[src/rtl/ncfg_regs.svh]
// Offsets, field positions, reset values and limits of the network configuration space
`ifndef NCFG_REGS_SVH
`define NCFG_REGS_SVH

// ----------------------------------------------------------------
// Word offsets of the configuration space
// ----------------------------------------------------------------
`define NCFG_OFS_ADDR_LO      8'h00
`define NCFG_OFS_ADDR_HI      8'h04
`define NCFG_OFS_QP_MTU       8'h08
`define NCFG_OFS_RATE         8'h0c
`define NCFG_OFS_DUPLEX_RSS   8'h10
`define NCFG_OFS_HASH_KINDS   8'h14
`define NCFG_OFS_ENCAP_KINDS  8'h18
`define NCFG_OFS_OFFER        8'h20
`define NCFG_OFS_STATE        8'h24

// ----------------------------------------------------------------
// Field positions of the offer and state registers
// ----------------------------------------------------------------
`define NCFG_OFFER_WIDTH      11
`define NCFG_STATE_LINK_BIT   24

// ----------------------------------------------------------------
// Link state flag values and codes
// ----------------------------------------------------------------
`define NCFG_FLAG_LINK_UP     16'h0001
`define NCFG_FLAG_ANNOUNCE    16'h0002
`define NCFG_RATE_MAX         32'h7fffffff
`define NCFG_RATE_UNKNOWN     32'hffffffff
`define NCFG_DUPLEX_FULL      8'h01
`define NCFG_DUPLEX_HALF      8'h00
`define NCFG_DUPLEX_UNKNOWN   8'hff

// ----------------------------------------------------------------
// Limits and reset values
// ----------------------------------------------------------------
`define NCFG_QP_MIN           16'h0001
`define NCFG_QP_MAX           17'h08000
`define NCFG_MTU_MIN          16'h0044
`define NCFG_MTU_MAX          16'hffff
`define NCFG_MTU_DEFAULT      16'h05dc
`define NCFG_KEY_MIN          8'h28
`define NCFG_TABLE_MIN        16'h0080
`define NCFG_ETH_HDR_LEN      17'h0000e
`define NCFG_OFFER_RESET      11'h000

`endif

[src/rtl/ncfg_pkg.sv]
// Types shared by the network configuration space
package ncfg_pkg;

    // Offered features and access mode, as held in the offer register
    typedef struct packed {
        logic mtu_negotiated;
        logic guest_big_endian;
        logic legacy;
        logic hash_tunnel;
        logic hash_report;
        logic speed_duplex;
        logic mtu;
        logic rss;
        logic multiqueue;
        logic status;
        logic station;
    } ncfg_offer_s;

    // Link report from the device's own link logic
    typedef struct packed {
        logic [31:0] rate_mbps;
        logic [7:0]  duplex;
    } ncfg_link_s;

    // One packet length to be judged against the transfer-unit limit
    typedef struct packed {
        logic [15:0] length;
        logic        unsegmented;
    } ncfg_pkt_s;

endpackage

[src/rtl/ncfg_space.sv]
// AHB-Lite slave holding the network device configuration space
//
// Decided for this implementation: the AHB-Lite register port and the address map.
`timescale 1ns/10ps
`default_nettype none
`include "ncfg_regs.svh"

// Overview of operation
// - Configuration fields are read-only to the driver, except the offer register and the station address in legacy mode; other writes are ignored.
// - Station address is always present; meaningful only when address feature offered.
// - Link flags exist only with status feature; bit 0 link up, bit 1 announce.
// - Queue limit, rate, duplex and transfer limit read zero unless their feature offered.
// - Queue-pair limit is held between 1 and 0x8000 inclusive.
// - Transfer-unit limit lies in 68 to 65535 and never changes after reset.
// - Default transfer-unit limit is at least 1280.
// - Negotiated limit: received unsegmented packets above limit plus header are refused.
// - Negotiated limit: transmitted unsegmented packets up to limit plus header are forwarded whole.
// - Rate in Mbit/s, 0 to 0x7fffffff; larger inputs report 0xffffffff unknown.
// - Duplex reads 0x01 full, 0x00 half, any other code 0xff unknown.
// - Rate and duplex may change with a notification; frozen while link up is reported.
// - Hash key size limit reads at least 40 under steering or hash reporting.
// - Steering table limit reads at least 128 sixteen-bit entries under steering.
// - Hash kinds present under steering or reporting; encapsulation kinds under tunnel hashing.
// - Legacy mode: flags and queue limit in guest order, station address writable.
// - Only first queue pair and control queue active until the pair-count command.
module ncfg_space #(
    parameter logic [47:0] STATION_ADDR  = 48'h00_00_00_00_00_02,
    parameter logic [16:0] QP_LIMIT      = 17'h00004,
    parameter logic [15:0] MTU_LIMIT     = `NCFG_MTU_DEFAULT,
    parameter logic [7:0]  KEY_LIMIT     = 8'h28,
    parameter logic [15:0] TABLE_LIMIT   = 16'h0080,
    parameter logic [31:0] HASH_KINDS    = 32'h0000_003f,
    parameter logic [31:0] ENCAP_KINDS   = 32'h0000_0001
) (
    input  wire logic              hclk,
    input  wire logic              hresetn,
    input  wire logic              hsel,
    input  wire logic [7:0]        haddr,
    input  wire logic [1:0]        htrans,
    input  wire logic              hwrite,
    input  wire logic [2:0]        hsize,
    input  wire logic [31:0]       hwdata,
    input  wire logic              hready,
    output logic                   hreadyout,
    output logic                   hresp,
    output logic [31:0]            hrdata,
    input  wire logic              link_up_pin,
    input  wire logic              announce_pin,
    input  wire ncfg_pkg::ncfg_link_s link_report,
    input  wire logic              queue_pair_count_command,
    input  wire logic [15:0]       queue_pair_count,
    input  wire ncfg_pkg::ncfg_pkt_s rx_pkt,
    input  wire ncfg_pkg::ncfg_pkt_s tx_pkt,
    output logic                   rx_pkt_pass,
    output logic                   tx_pkt_whole,
    output logic [15:0]            active_queue_pairs,
    output logic                   config_change
);

    // ----------------------------------------------------------------
    // Fixed limits, clamped once at elaboration
    // ----------------------------------------------------------------
    localparam logic [15:0] QP_HELD =
        (QP_LIMIT == 17'h00000) ? `NCFG_QP_MIN :
        (QP_LIMIT > `NCFG_QP_MAX) ? 16'h8000 : QP_LIMIT[15:0];
    // A constant limit cannot change after it has been set
    localparam logic [15:0] MTU_HELD =
        (MTU_LIMIT < `NCFG_MTU_MIN) ? `NCFG_MTU_MIN : MTU_LIMIT;
    localparam logic [7:0]  KEY_HELD =
        (KEY_LIMIT < `NCFG_KEY_MIN) ? `NCFG_KEY_MIN : KEY_LIMIT;
    localparam logic [15:0] TABLE_HELD =
        (TABLE_LIMIT < `NCFG_TABLE_MIN) ? `NCFG_TABLE_MIN : TABLE_LIMIT;

    // ----------------------------------------------------------------
    // Synchronisers for the link pins
    // ----------------------------------------------------------------
    logic [1:0]  link_meta;
    logic [1:0]  link_sync;

    always_ff @(posedge hclk or negedge hresetn) begin
        if (!hresetn) begin
            link_meta <= 2'h0;
            link_sync <= 2'h0;
        end else begin
            link_meta <= {announce_pin, link_up_pin};
            link_sync <= link_meta;
        end
    end

    // ----------------------------------------------------------------
    // Bus address phase capture
    // ----------------------------------------------------------------
    logic [7:0]  dp_addr;
    logic        dp_write;
    logic        dp_valid;
    wire         ap_take = hsel & htrans[1] & hready;

    always_ff @(posedge hclk or negedge hresetn) begin
        if (!hresetn) begin
            dp_addr  <= 8'h00;
            dp_write <= 1'b0;
            dp_valid <= 1'b0;
        end else begin
            dp_addr  <= ap_take ? haddr : dp_addr;
            dp_write <= ap_take & hwrite;
            dp_valid <= ap_take;
        end
    end

    // Zero wait states; every transfer answers OKAY
    assign hreadyout = 1'b1;
    assign hresp     = 1'b0;

    // ----------------------------------------------------------------
    // Offer register and write decode
    // ----------------------------------------------------------------
    ncfg_pkg::ncfg_offer_s offer;
    wire   wr_phase   = dp_valid & dp_write;
    wire   wr_offer   = wr_phase & (dp_addr == `NCFG_OFS_OFFER);
    wire   legacy_on  = offer.legacy;
    // Only legacy mode lets the driver rewrite the station address
    wire   wr_addr_lo = wr_phase & legacy_on & (dp_addr == `NCFG_OFS_ADDR_LO);
    wire   wr_addr_hi = wr_phase & legacy_on & (dp_addr == `NCFG_OFS_ADDR_HI);

    always_ff @(posedge hclk or negedge hresetn) begin
        if (!hresetn) begin
            offer <= `NCFG_OFFER_RESET;
        end else if (wr_offer) begin
            offer <= hwdata[`NCFG_OFFER_WIDTH-1:0];
        end
    end

    // ----------------------------------------------------------------
    // Station address
    // ----------------------------------------------------------------
    logic [47:0] station;

    always_ff @(posedge hclk or negedge hresetn) begin
        if (!hresetn) begin
            station <= STATION_ADDR;
        end else begin
            station[31:0]  <= wr_addr_lo ? hwdata : station[31:0];
            station[47:32] <= wr_addr_hi ? hwdata[15:0] : station[47:32];
        end
    end

    // ----------------------------------------------------------------
    // Link rate and duplex, frozen while link up is reported
    // ----------------------------------------------------------------
    logic [31:0] rate_held;
    logic [7:0]  duplex_held;
    logic [7:0]  change_count;

    wire [31:0] rate_code =
        (link_report.rate_mbps > `NCFG_RATE_MAX) ? `NCFG_RATE_UNKNOWN : link_report.rate_mbps;
    wire        duplex_known =
        (link_report.duplex == `NCFG_DUPLEX_FULL) | (link_report.duplex == `NCFG_DUPLEX_HALF);
    wire [7:0]  duplex_code  = duplex_known ? link_report.duplex : `NCFG_DUPLEX_UNKNOWN;
    wire        freeze       = offer.status & offer.speed_duplex & link_sync[0];
    wire        rate_moves   = (rate_code != rate_held) | (duplex_code != duplex_held);
    wire        take_rate    = ~freeze & rate_moves;

    always_ff @(posedge hclk or negedge hresetn) begin
        if (!hresetn) begin
            rate_held     <= `NCFG_RATE_UNKNOWN;
            duplex_held   <= `NCFG_DUPLEX_UNKNOWN;
            config_change <= 1'b0;
            change_count  <= 8'h00;
        end else begin
            rate_held     <= take_rate ? rate_code : rate_held;
            duplex_held   <= take_rate ? duplex_code : duplex_held;
            // Notification only when the driver can see the fields
            config_change <= take_rate & offer.speed_duplex;
            change_count  <= change_count + {7'h00, take_rate & offer.speed_duplex};
        end
    end

    // ----------------------------------------------------------------
    // Active queue pairs
    // ----------------------------------------------------------------
    wire        qp_allowed = offer.multiqueue | offer.rss;
    wire        qp_in_range = (queue_pair_count != 16'h0000) & (queue_pair_count <= QP_HELD);
    wire        qp_take    = queue_pair_count_command & qp_allowed & qp_in_range;

    // Out-of-range counts are dropped, leaving the previous count in force
    always_ff @(posedge hclk or negedge hresetn) begin
        if (!hresetn) begin
            active_queue_pairs <= `NCFG_QP_MIN;
        end else if (qp_take) begin
            active_queue_pairs <= queue_pair_count;
        end
    end

    // ----------------------------------------------------------------
    // Packet length decisions against the transfer-unit limit
    // ----------------------------------------------------------------
    wire [16:0] frame_limit = {1'b0, MTU_HELD} + `NCFG_ETH_HDR_LEN;
    wire        limit_on    = offer.mtu & offer.mtu_negotiated;
    wire        rx_fits     = {1'b0, rx_pkt.length} <= frame_limit;
    wire        tx_fits     = {1'b0, tx_pkt.length} <= frame_limit;

    // Segmented packets are not judged here; the segmenter owns them
    assign rx_pkt_pass  = ~(limit_on & rx_pkt.unsegmented) | rx_fits;
    assign tx_pkt_whole = limit_on & tx_pkt.unsegmented & tx_fits;

    // ----------------------------------------------------------------
    // Field presence and byte order
    // ----------------------------------------------------------------
    wire        swap16     = legacy_on & offer.guest_big_endian;
    wire [15:0] flags_raw  =
        (link_sync[0] ? `NCFG_FLAG_LINK_UP : 16'h0000) |
        (link_sync[1] ? `NCFG_FLAG_ANNOUNCE : 16'h0000);
    wire [15:0] flags_le   = offer.status ? flags_raw : 16'h0000;
    wire [15:0] qp_le      = qp_allowed ? QP_HELD : 16'h0000;
    wire [15:0] flags_out  = swap16 ? {flags_le[7:0], flags_le[15:8]} : flags_le;
    wire [15:0] qp_out     = swap16 ? {qp_le[7:0], qp_le[15:8]} : qp_le;
    wire [15:0] mtu_out    = offer.mtu ? MTU_HELD : 16'h0000;
    wire [31:0] rate_out   = offer.speed_duplex ? rate_held : 32'h0000_0000;
    wire [7:0]  duplex_out = offer.speed_duplex ? duplex_held : 8'h00;
    wire        hash_on    = offer.rss | offer.hash_report;
    wire [7:0]  key_out    = hash_on ? KEY_HELD : 8'h00;
    wire [15:0] table_out  = offer.rss ? TABLE_HELD : 16'h0000;
    wire [31:0] kinds_out  = hash_on ? HASH_KINDS : 32'h0000_0000;
    wire [31:0] encap_out  = offer.hash_tunnel ? ENCAP_KINDS : 32'h0000_0000;

    // ----------------------------------------------------------------
    // Read decode: fields packed back to back, lowest byte first
    // ----------------------------------------------------------------
    wire [31:0] word_addr_lo = station[31:0];
    wire [31:0] word_addr_hi = {flags_out, station[47:32]};
    wire [31:0] word_qp_mtu  = {mtu_out, qp_out};
    wire [31:0] word_dup_rss = {table_out, key_out, duplex_out};
    wire [31:0] word_offer   = {21'h000000, offer};
    wire [31:0] word_state   = {7'h00, link_sync[0], change_count, active_queue_pairs};

    logic [31:0] read_word;

    always_comb begin
        case (haddr)
            `NCFG_OFS_ADDR_LO:     read_word = word_addr_lo;
            `NCFG_OFS_ADDR_HI:     read_word = word_addr_hi;
            `NCFG_OFS_QP_MTU:      read_word = word_qp_mtu;
            `NCFG_OFS_RATE:        read_word = rate_out;
            `NCFG_OFS_DUPLEX_RSS:  read_word = word_dup_rss;
            `NCFG_OFS_HASH_KINDS:  read_word = kinds_out;
            `NCFG_OFS_ENCAP_KINDS: read_word = encap_out;
            `NCFG_OFS_OFFER:       read_word = word_offer;
            `NCFG_OFS_STATE:       read_word = word_state;
            default:               read_word = 32'h0000_0000;
        endcase
    end

    // Read data is sampled in the address phase, so a write to the same
    // word in the preceding data phase is not yet visible to it
    wire rd_take = ap_take & ~hwrite;

    always_ff @(posedge hclk or negedge hresetn) begin
        if (!hresetn) begin
            hrdata <= 32'h0000_0000;
        end else if (rd_take) begin
            hrdata <= read_word;
        end
    end

endmodule
`default_nettype wire

[config.mk]
export PLATFORM = sky130hd
export DESIGN_NAME = ncfg_space
export DESIGN_NICKNAME = d
export VERILOG_FILES = /design/src/rtl/ncfg_pkg.sv /design/src/rtl/ncfg_space.sv
export VERILOG_INCLUDE_DIRS = /design/src /design/src/rtl
export SDC_FILE = /design/constraint.sdc
export NUM_CORES = 1
export LEC_CHECK = 0
export BUFFER_PORTS_ARGS = -buffer_cell sky130_fd_sc_hd__buf_2
export CELL_PAD_IN_SITES_DETAIL_PLACEMENT = 1
export CELL_PAD_IN_SITES_GLOBAL_PLACEMENT = 2
export CORE_MARGIN = 3
export CORE_UTILIZATION = 34
export DETAILED_ROUTE_END_ITERATION = 7
export HOLD_SLACK_MARGIN = 0.03
export PLACE_DENSITY = 0.77
export SKIP_CTS_REPAIR_TIMING = 1
export SYNTH_ARGS = -nofsm -noshare
export SYNTH_HDL_FRONTEND = slang
export SYNTH_SLANG_ARGS = --single-unit
[constraint.sdc]
create_clock -name hclk -period 3.5 [get_ports hclk]
set_input_delay 0 -clock hclk [delete_from_list [all_inputs] [get_ports hclk]]
set_output_delay 0 -clock hclk [all_outputs]
set_load 0.05 [all_outputs]
# Yosys cells after proc, flatten, opt, wreduce, memory -nomap -nowiden

Index checks and enable logic that the tools add are counted.

Flip-flop bits (word level): 170
Input bits: 143
Output and inout bits: 53
Word-level logic and storage cells: 92

$add $sub $neg: 1
Order comparisons: 4
Equality and inequality tests: 13
Mux-type cells: 16
Bitwise logic cells: 30
Reduce and logical (&&, ||, !) cells: 4

Operators with widths:

| cell                                                                                | number |
|---|---|
| 32-bit case mux with 9 select lines                                                 | 1 |
| 32-bit 2-to-1 mux                                                                   | 2 |
| 32-bit by 31-bit > comparator with 1-bit output (second input constant)             | 1 |
| 16-bit by 11-bit less-or-equal comparator with 1-bit output (second input constant) | 2 |
| 32-bit inequality test                                                              | 1 |
| 8-bit by 5-bit equality test with 1-bit output (second input constant)              | 3 |
| 8-bit by 6-bit equality test with 1-bit output (second input constant)              | 3 |
| 8-bit zero test                                                                     | 3 |
| 8-bit 2-to-1 mux                                                                    | 3 |
| 11-bit 2-to-1 mux                                                                   | 2 |
| 1-bit bitwise AND                                                                   | 21 |
| 8-bit by 3-bit equality test with 1-bit output (second input constant)              | 2 |
| 8-bit by 4-bit equality test with 1-bit output (second input constant)              | 2 |
| 16-bit by 3-bit less-or-equal comparator with 1-bit output (second input constant)  | 1 |
| 16-bit nonzero test                                                                 | 1 |
| 6-bit 2-to-1 mux                                                                    | 2 |
| 10-bit 2-to-1 mux                                                                   | 1 |
| 8-bit by 1-bit adder with 8-bit output                                              | 1 |
| 8-bit by 1-bit equality test with 1-bit output (second input constant)              | 1 |
| 8-bit inequality test                                                               | 1 |
| 1-bit OR                                                                            | 5 |
| 2-bit 2-to-1 mux                                                                    | 2 |
| 3-bit 2-to-1 mux                                                                    | 1 |
| 1-bit NOT                                                                           | 3 |
| other kinds (2)                                                                     | 3 |

# Longest topological paths before layout

Depth after elaboration: 8
Mapped depth: 14
Gate-level depth less buffers: 11

# Least setup slack after synthesis

OpenSTA, ideal clock, no wires.

Path type: reg2reg
Start point: reg rate_held[17]
End point: reg change_count[6]
Setup time: 0.080 ns
Arrival: 2.716 ns
Data required time: 3.420 ns
Setup slack: 0.704 ns
Cell stages (with the launch flop): 12
Buffers on the path: 1
Period minus slack after synthesis: 2.796 ns
Cell sequence: dfstp_2 > o22ai_1 > or4_1 > nor4_1 > nand4_2 > clkbuf_1 > and3_1 > ha_1 > ha_1 > and3_1 > nand3_1 > xnor2_1

Word-level cells in the longest chain between the ends: 5

RTL lines:

| element                                | RTL line          | source |
|---|---|---|
| start, declared                        | ncfg_space.sv:150 | `logic [31:0] rate_held;` |
| start signal, assigned                 | ncfg_space.sv:165 | `` rate_held <= `NCFG_RATE_UNKNOWN; `` |
| start signal, assigned                 | ncfg_space.sv:170 | `rate_held <= take_rate ? rate_code : rate_held;` |
| 32-bit inequality test                 | ncfg_space.sv:160 | `wire rate_moves = (rate_code != rate_held) \| (duplex_code != duplex_held);` |
| 1-bit OR                               | ncfg_space.sv:160 |  |
| 1-bit bitwise AND                      | ncfg_space.sv:161 | `wire take_rate = ~freeze & rate_moves;` |
| 1-bit bitwise AND                      | ncfg_space.sv:174 | `change_count <= change_count + {7'h00, take_rate & offer.speed_duplex};` |
| 8-bit by 1-bit adder with 8-bit output | ncfg_space.sv:174 |  |
| end signal, assigned                   | ncfg_space.sv:174 |  |
| end, declared                          | ncfg_space.sv:152 | `logic [7:0] change_count;` |

Every way passes these cells.
A chain may end at the register's enable or synchronous reset.

# Worst setup path after layout

Start point: reg rate_held[8]
End point: reg duplex_held[3]

Word-level cells in the longest chain between the ends: 3

RTL lines:

| element                | RTL line          | source |
|---|---|---|
| 32-bit inequality test | ncfg_space.sv:160 |  |
| 1-bit OR               | ncfg_space.sv:160 |  |
| 1-bit bitwise AND      | ncfg_space.sv:161 |  |
| end signal, assigned   | ncfg_space.sv:166 | `` duplex_held <= `NCFG_DUPLEX_UNKNOWN; `` |
| end signal, assigned   | ncfg_space.sv:171 | `duplex_held <= take_rate ? duplex_code : duplex_held;` |
| end, declared          | ncfg_space.sv:151 | `logic [7:0] duplex_held;` |

Every way passes these cells.

==> impl_results.md <==
* Status: complete, no violations
* Die Width at ~160 um
* CTS tree: done
* Die Y at between 150 and 200 um
* Net count after synthesis at 912
* Setup slack after layout at 0.463 ns
* Slowest CP cell: dfstp_2
* CP Max Fanout at 48
* Cell area after synthesis at 8200 um2
* Non-Filler Instances at 1358
* Via count at between 7000 and 8000
* Area share of the leading cell type in the synthesized netlist at 0.391
* Layout area overhead at 33.2%
* Clock buffer depth at 2
* Via/cell ratio at about 5.4
* Crit-path max cell delay at 0.60 ns
* Ordered list of cells on the worst path: xor2_1, a2111oi_0, a21oi_1, nor4_1, nand4_2, buf_4, nand2_2, mux2_2
* Sequential fraction of the synthesis area at 0.525
* Root Driver: clkbuf_16
* WP buf/inv at 1
* Slew Viols, Final at 0
* Initial antenna violation count at 0
* Clock Sinks at between 150 and 200
* Crit share post-route at 0.868
* Max frequency at roughly 0.33 GHz
* Synth warnings at 0
* Fin nets at 1171
* Top Ports at 196
* Ranking of synthesized cells by area: dfrtp_1 39%, dfstp_2 13%, mux2_2 11%, nor2_1 3.4%, a31oi_1 3.4%
* Most common cell after layout, fill and taps aside: buf_2
* Fin. Hold Viols at 0
* Max VDD drop at 0.198 mV
* Final TNS setup at 0 ns
* CP top delay family: simple AND/OR/NAND/NOR gates
* Pre-CTS setup slack at between 0.5 and 0.6 ns
* Unrepaired setup endpoints after global routing: false
* Drt initial violations at roughly 490
* First-pass GRT wire length at approximately 42000 um
* Worst skew pair latency at between 0.4 and 0.5 ns
* Starting Density at 0.347
* WL/cell at roughly 21 um
* Ant diodes at 0
* Final setup fails at 0
* Routed Wire Length at between 20000 and 30000 um
* Synth Instances at ~770
* Required @ worst endpoint at between 3 and 4 ns
* Minimum clock period at about 3 ns
* Placed Instances at 1246
* Synth Register Bits at 170
* Leak at ~4.8 nW
* Fin Hold WS at around 0.092 ns
* Max_cap viols at 0
* Pin count of the biggest net entering global routing at 79
* FFs w/ async S/R, synth at 1.00
* Layout cells sized above 1 at 0.356
* Slew HR at 0.451
* Syn avg cell area at about 11 um2
* Post-synth EDFFs at 0
* Startpoint Class: flop
* Vias in the first global route at 7175
* Distinct cell type count after synthesis at about 60
* Cell Pwr Density at between 400 and 500 nW/um2
* Total GRT Usage at 0.207
* Worst Hold Class: in -> reg
* Top_reg_cell synth: dfrtp_1
* GPL Wtd Cong at roughly 0.85
* Post-DRT Antenna Nets at 0
* DRC viols at 0
* Total die area at approximately 26000 um2
* Grt total ovfl at 0
* Crit path capture type: flop
* Area of the core at ~24000 um2
* Top cell type by total area after synthesis: dfrtp_1
* H-tree depth at 4
* Most frequent cells in the layout: 188 x buf_2, 128 x dfrtp_1, 80 x dlygate4sd3_1, 77 x mux2_2, 72 x nor2_1
* Reg clk slew, reported paths at ~0.07 ns
* Clock skew at approximately 0.011 ns
* Row cnt at between 50 and 60
* Drt pass-1 iters at 5
* Post-detailed-placement half-perimeter wirelength at just under 20000 um
* Critical Path AT at between 3 and 4 ns
* Worst-Margin Slew at between 0.8 and 0.9 ns
* IO Port Bufs at 189
* Worst Setup Path Type: reg -> reg
* Inserted Clock Buffers at 17
==> sequential cells by signal, indices dropped and copies added, names as in the netlist <==
name / flops
hrdata: 32
change_count: 8
rate_held: 32
duplex_held: 8
active_queue_pairs: 16
station: 48
offer: 10
legacy_on: 1
link_meta: 2
dp_valid: 1
dp_write: 1
link_sync: 2
dp_addr: 8
config_change: 1
==> path summary, 6_finish.rpt <==
kind / from / endpoint / slack (ns) / cells past startpoint
setup reg to reg: rate_held[8] / duplex_held[3] / 0.46 / 8
hold reg to reg: link_meta[0] / link_sync[0] / 0.36 / 0
hold / removal: link_report[39] / rate_held[6] / 0.09 / 3
min in group asynchronous: hresetn / hrdata[3] / 0.15 / 2
max in group asynchronous: hresetn / station[1] / 2.44 / 3
setup / recovery: rate_held[8] / duplex_held[3] / 0.46 / 8
==> kinds of logic after synthesis <==
logic type	after synthesis	synth area share
buf+inv	66	0.0339
fa+ha+maj	2	0.00305
simple gates	225	0.133
compound gates	194	0.162
mux	90	0.123
other cells	2	0.000916
flops	170	0.525
xor+xnor	18	0.0192
==> synthesized netlist by cell type, drive strengths merged, types with 8 or more instances <==
library cell and count:
dfrtp 128, mux2 84, nor2 74, nand2 51, a31oi 44, dfstp 42, a21oi 40, clkbuf 29
o21ai 27, nand3 21, nor2b 21, a221oi 20, buf 20, inv 17, xor2 14, nor4 12
nand4 11, o41ai 10, a22oi 9, nor3 9, a222oi 8, a22o 8, and3 8
==> metrics by stage <==
stage | power (mW) | cell area (um2) | util
5_1_grt | 5.24 | 10900 | 0.462
3_5_place_dp | 3.07 | 9530 | 0.403
4_1_cts | 5.01 | 10100 | 0.428
2_1_floorplan | 2.75 | 8200 | -
6_report | 5.03 | 10900 | 0.462
3_3_place_gp | 3.05 | 9530 | 0.403
==> per-layer routing <==
layer  GRT usage  vias up  share of wire
li1            -     3373              -
met4      0.0520        0          0.014
met5           0        -              0
met2       0.328      216           0.47
met1       0.299     3727           0.47
met3      0.0331       28          0.047
==> power breakdown <==
group	internal, mW	switching, mW	total (mW)
clock network	1.07	0.852	1.92
registers	2.15	0.159	2.31
logic	0.317	0.474	0.791
==> final cells by class <==
type / instances / area (um2)
multi-input combinational: 531 / 3630
sequential: 170 / 4310
timing repair buffer: 289 / 1930
fill: 2651 / 12700
inverter: 17 / 63.8
clock buffer: 18 / 429
tap: 319 / 399
clock inverter: 14 / 159
==> tightest hold or removal path: stages <==
cell and delay (ns):
buf_2 0.28, nor2_1 0.15, mux2i_1 0.07
Note: power is estimated with default switching activity, not from simulation.
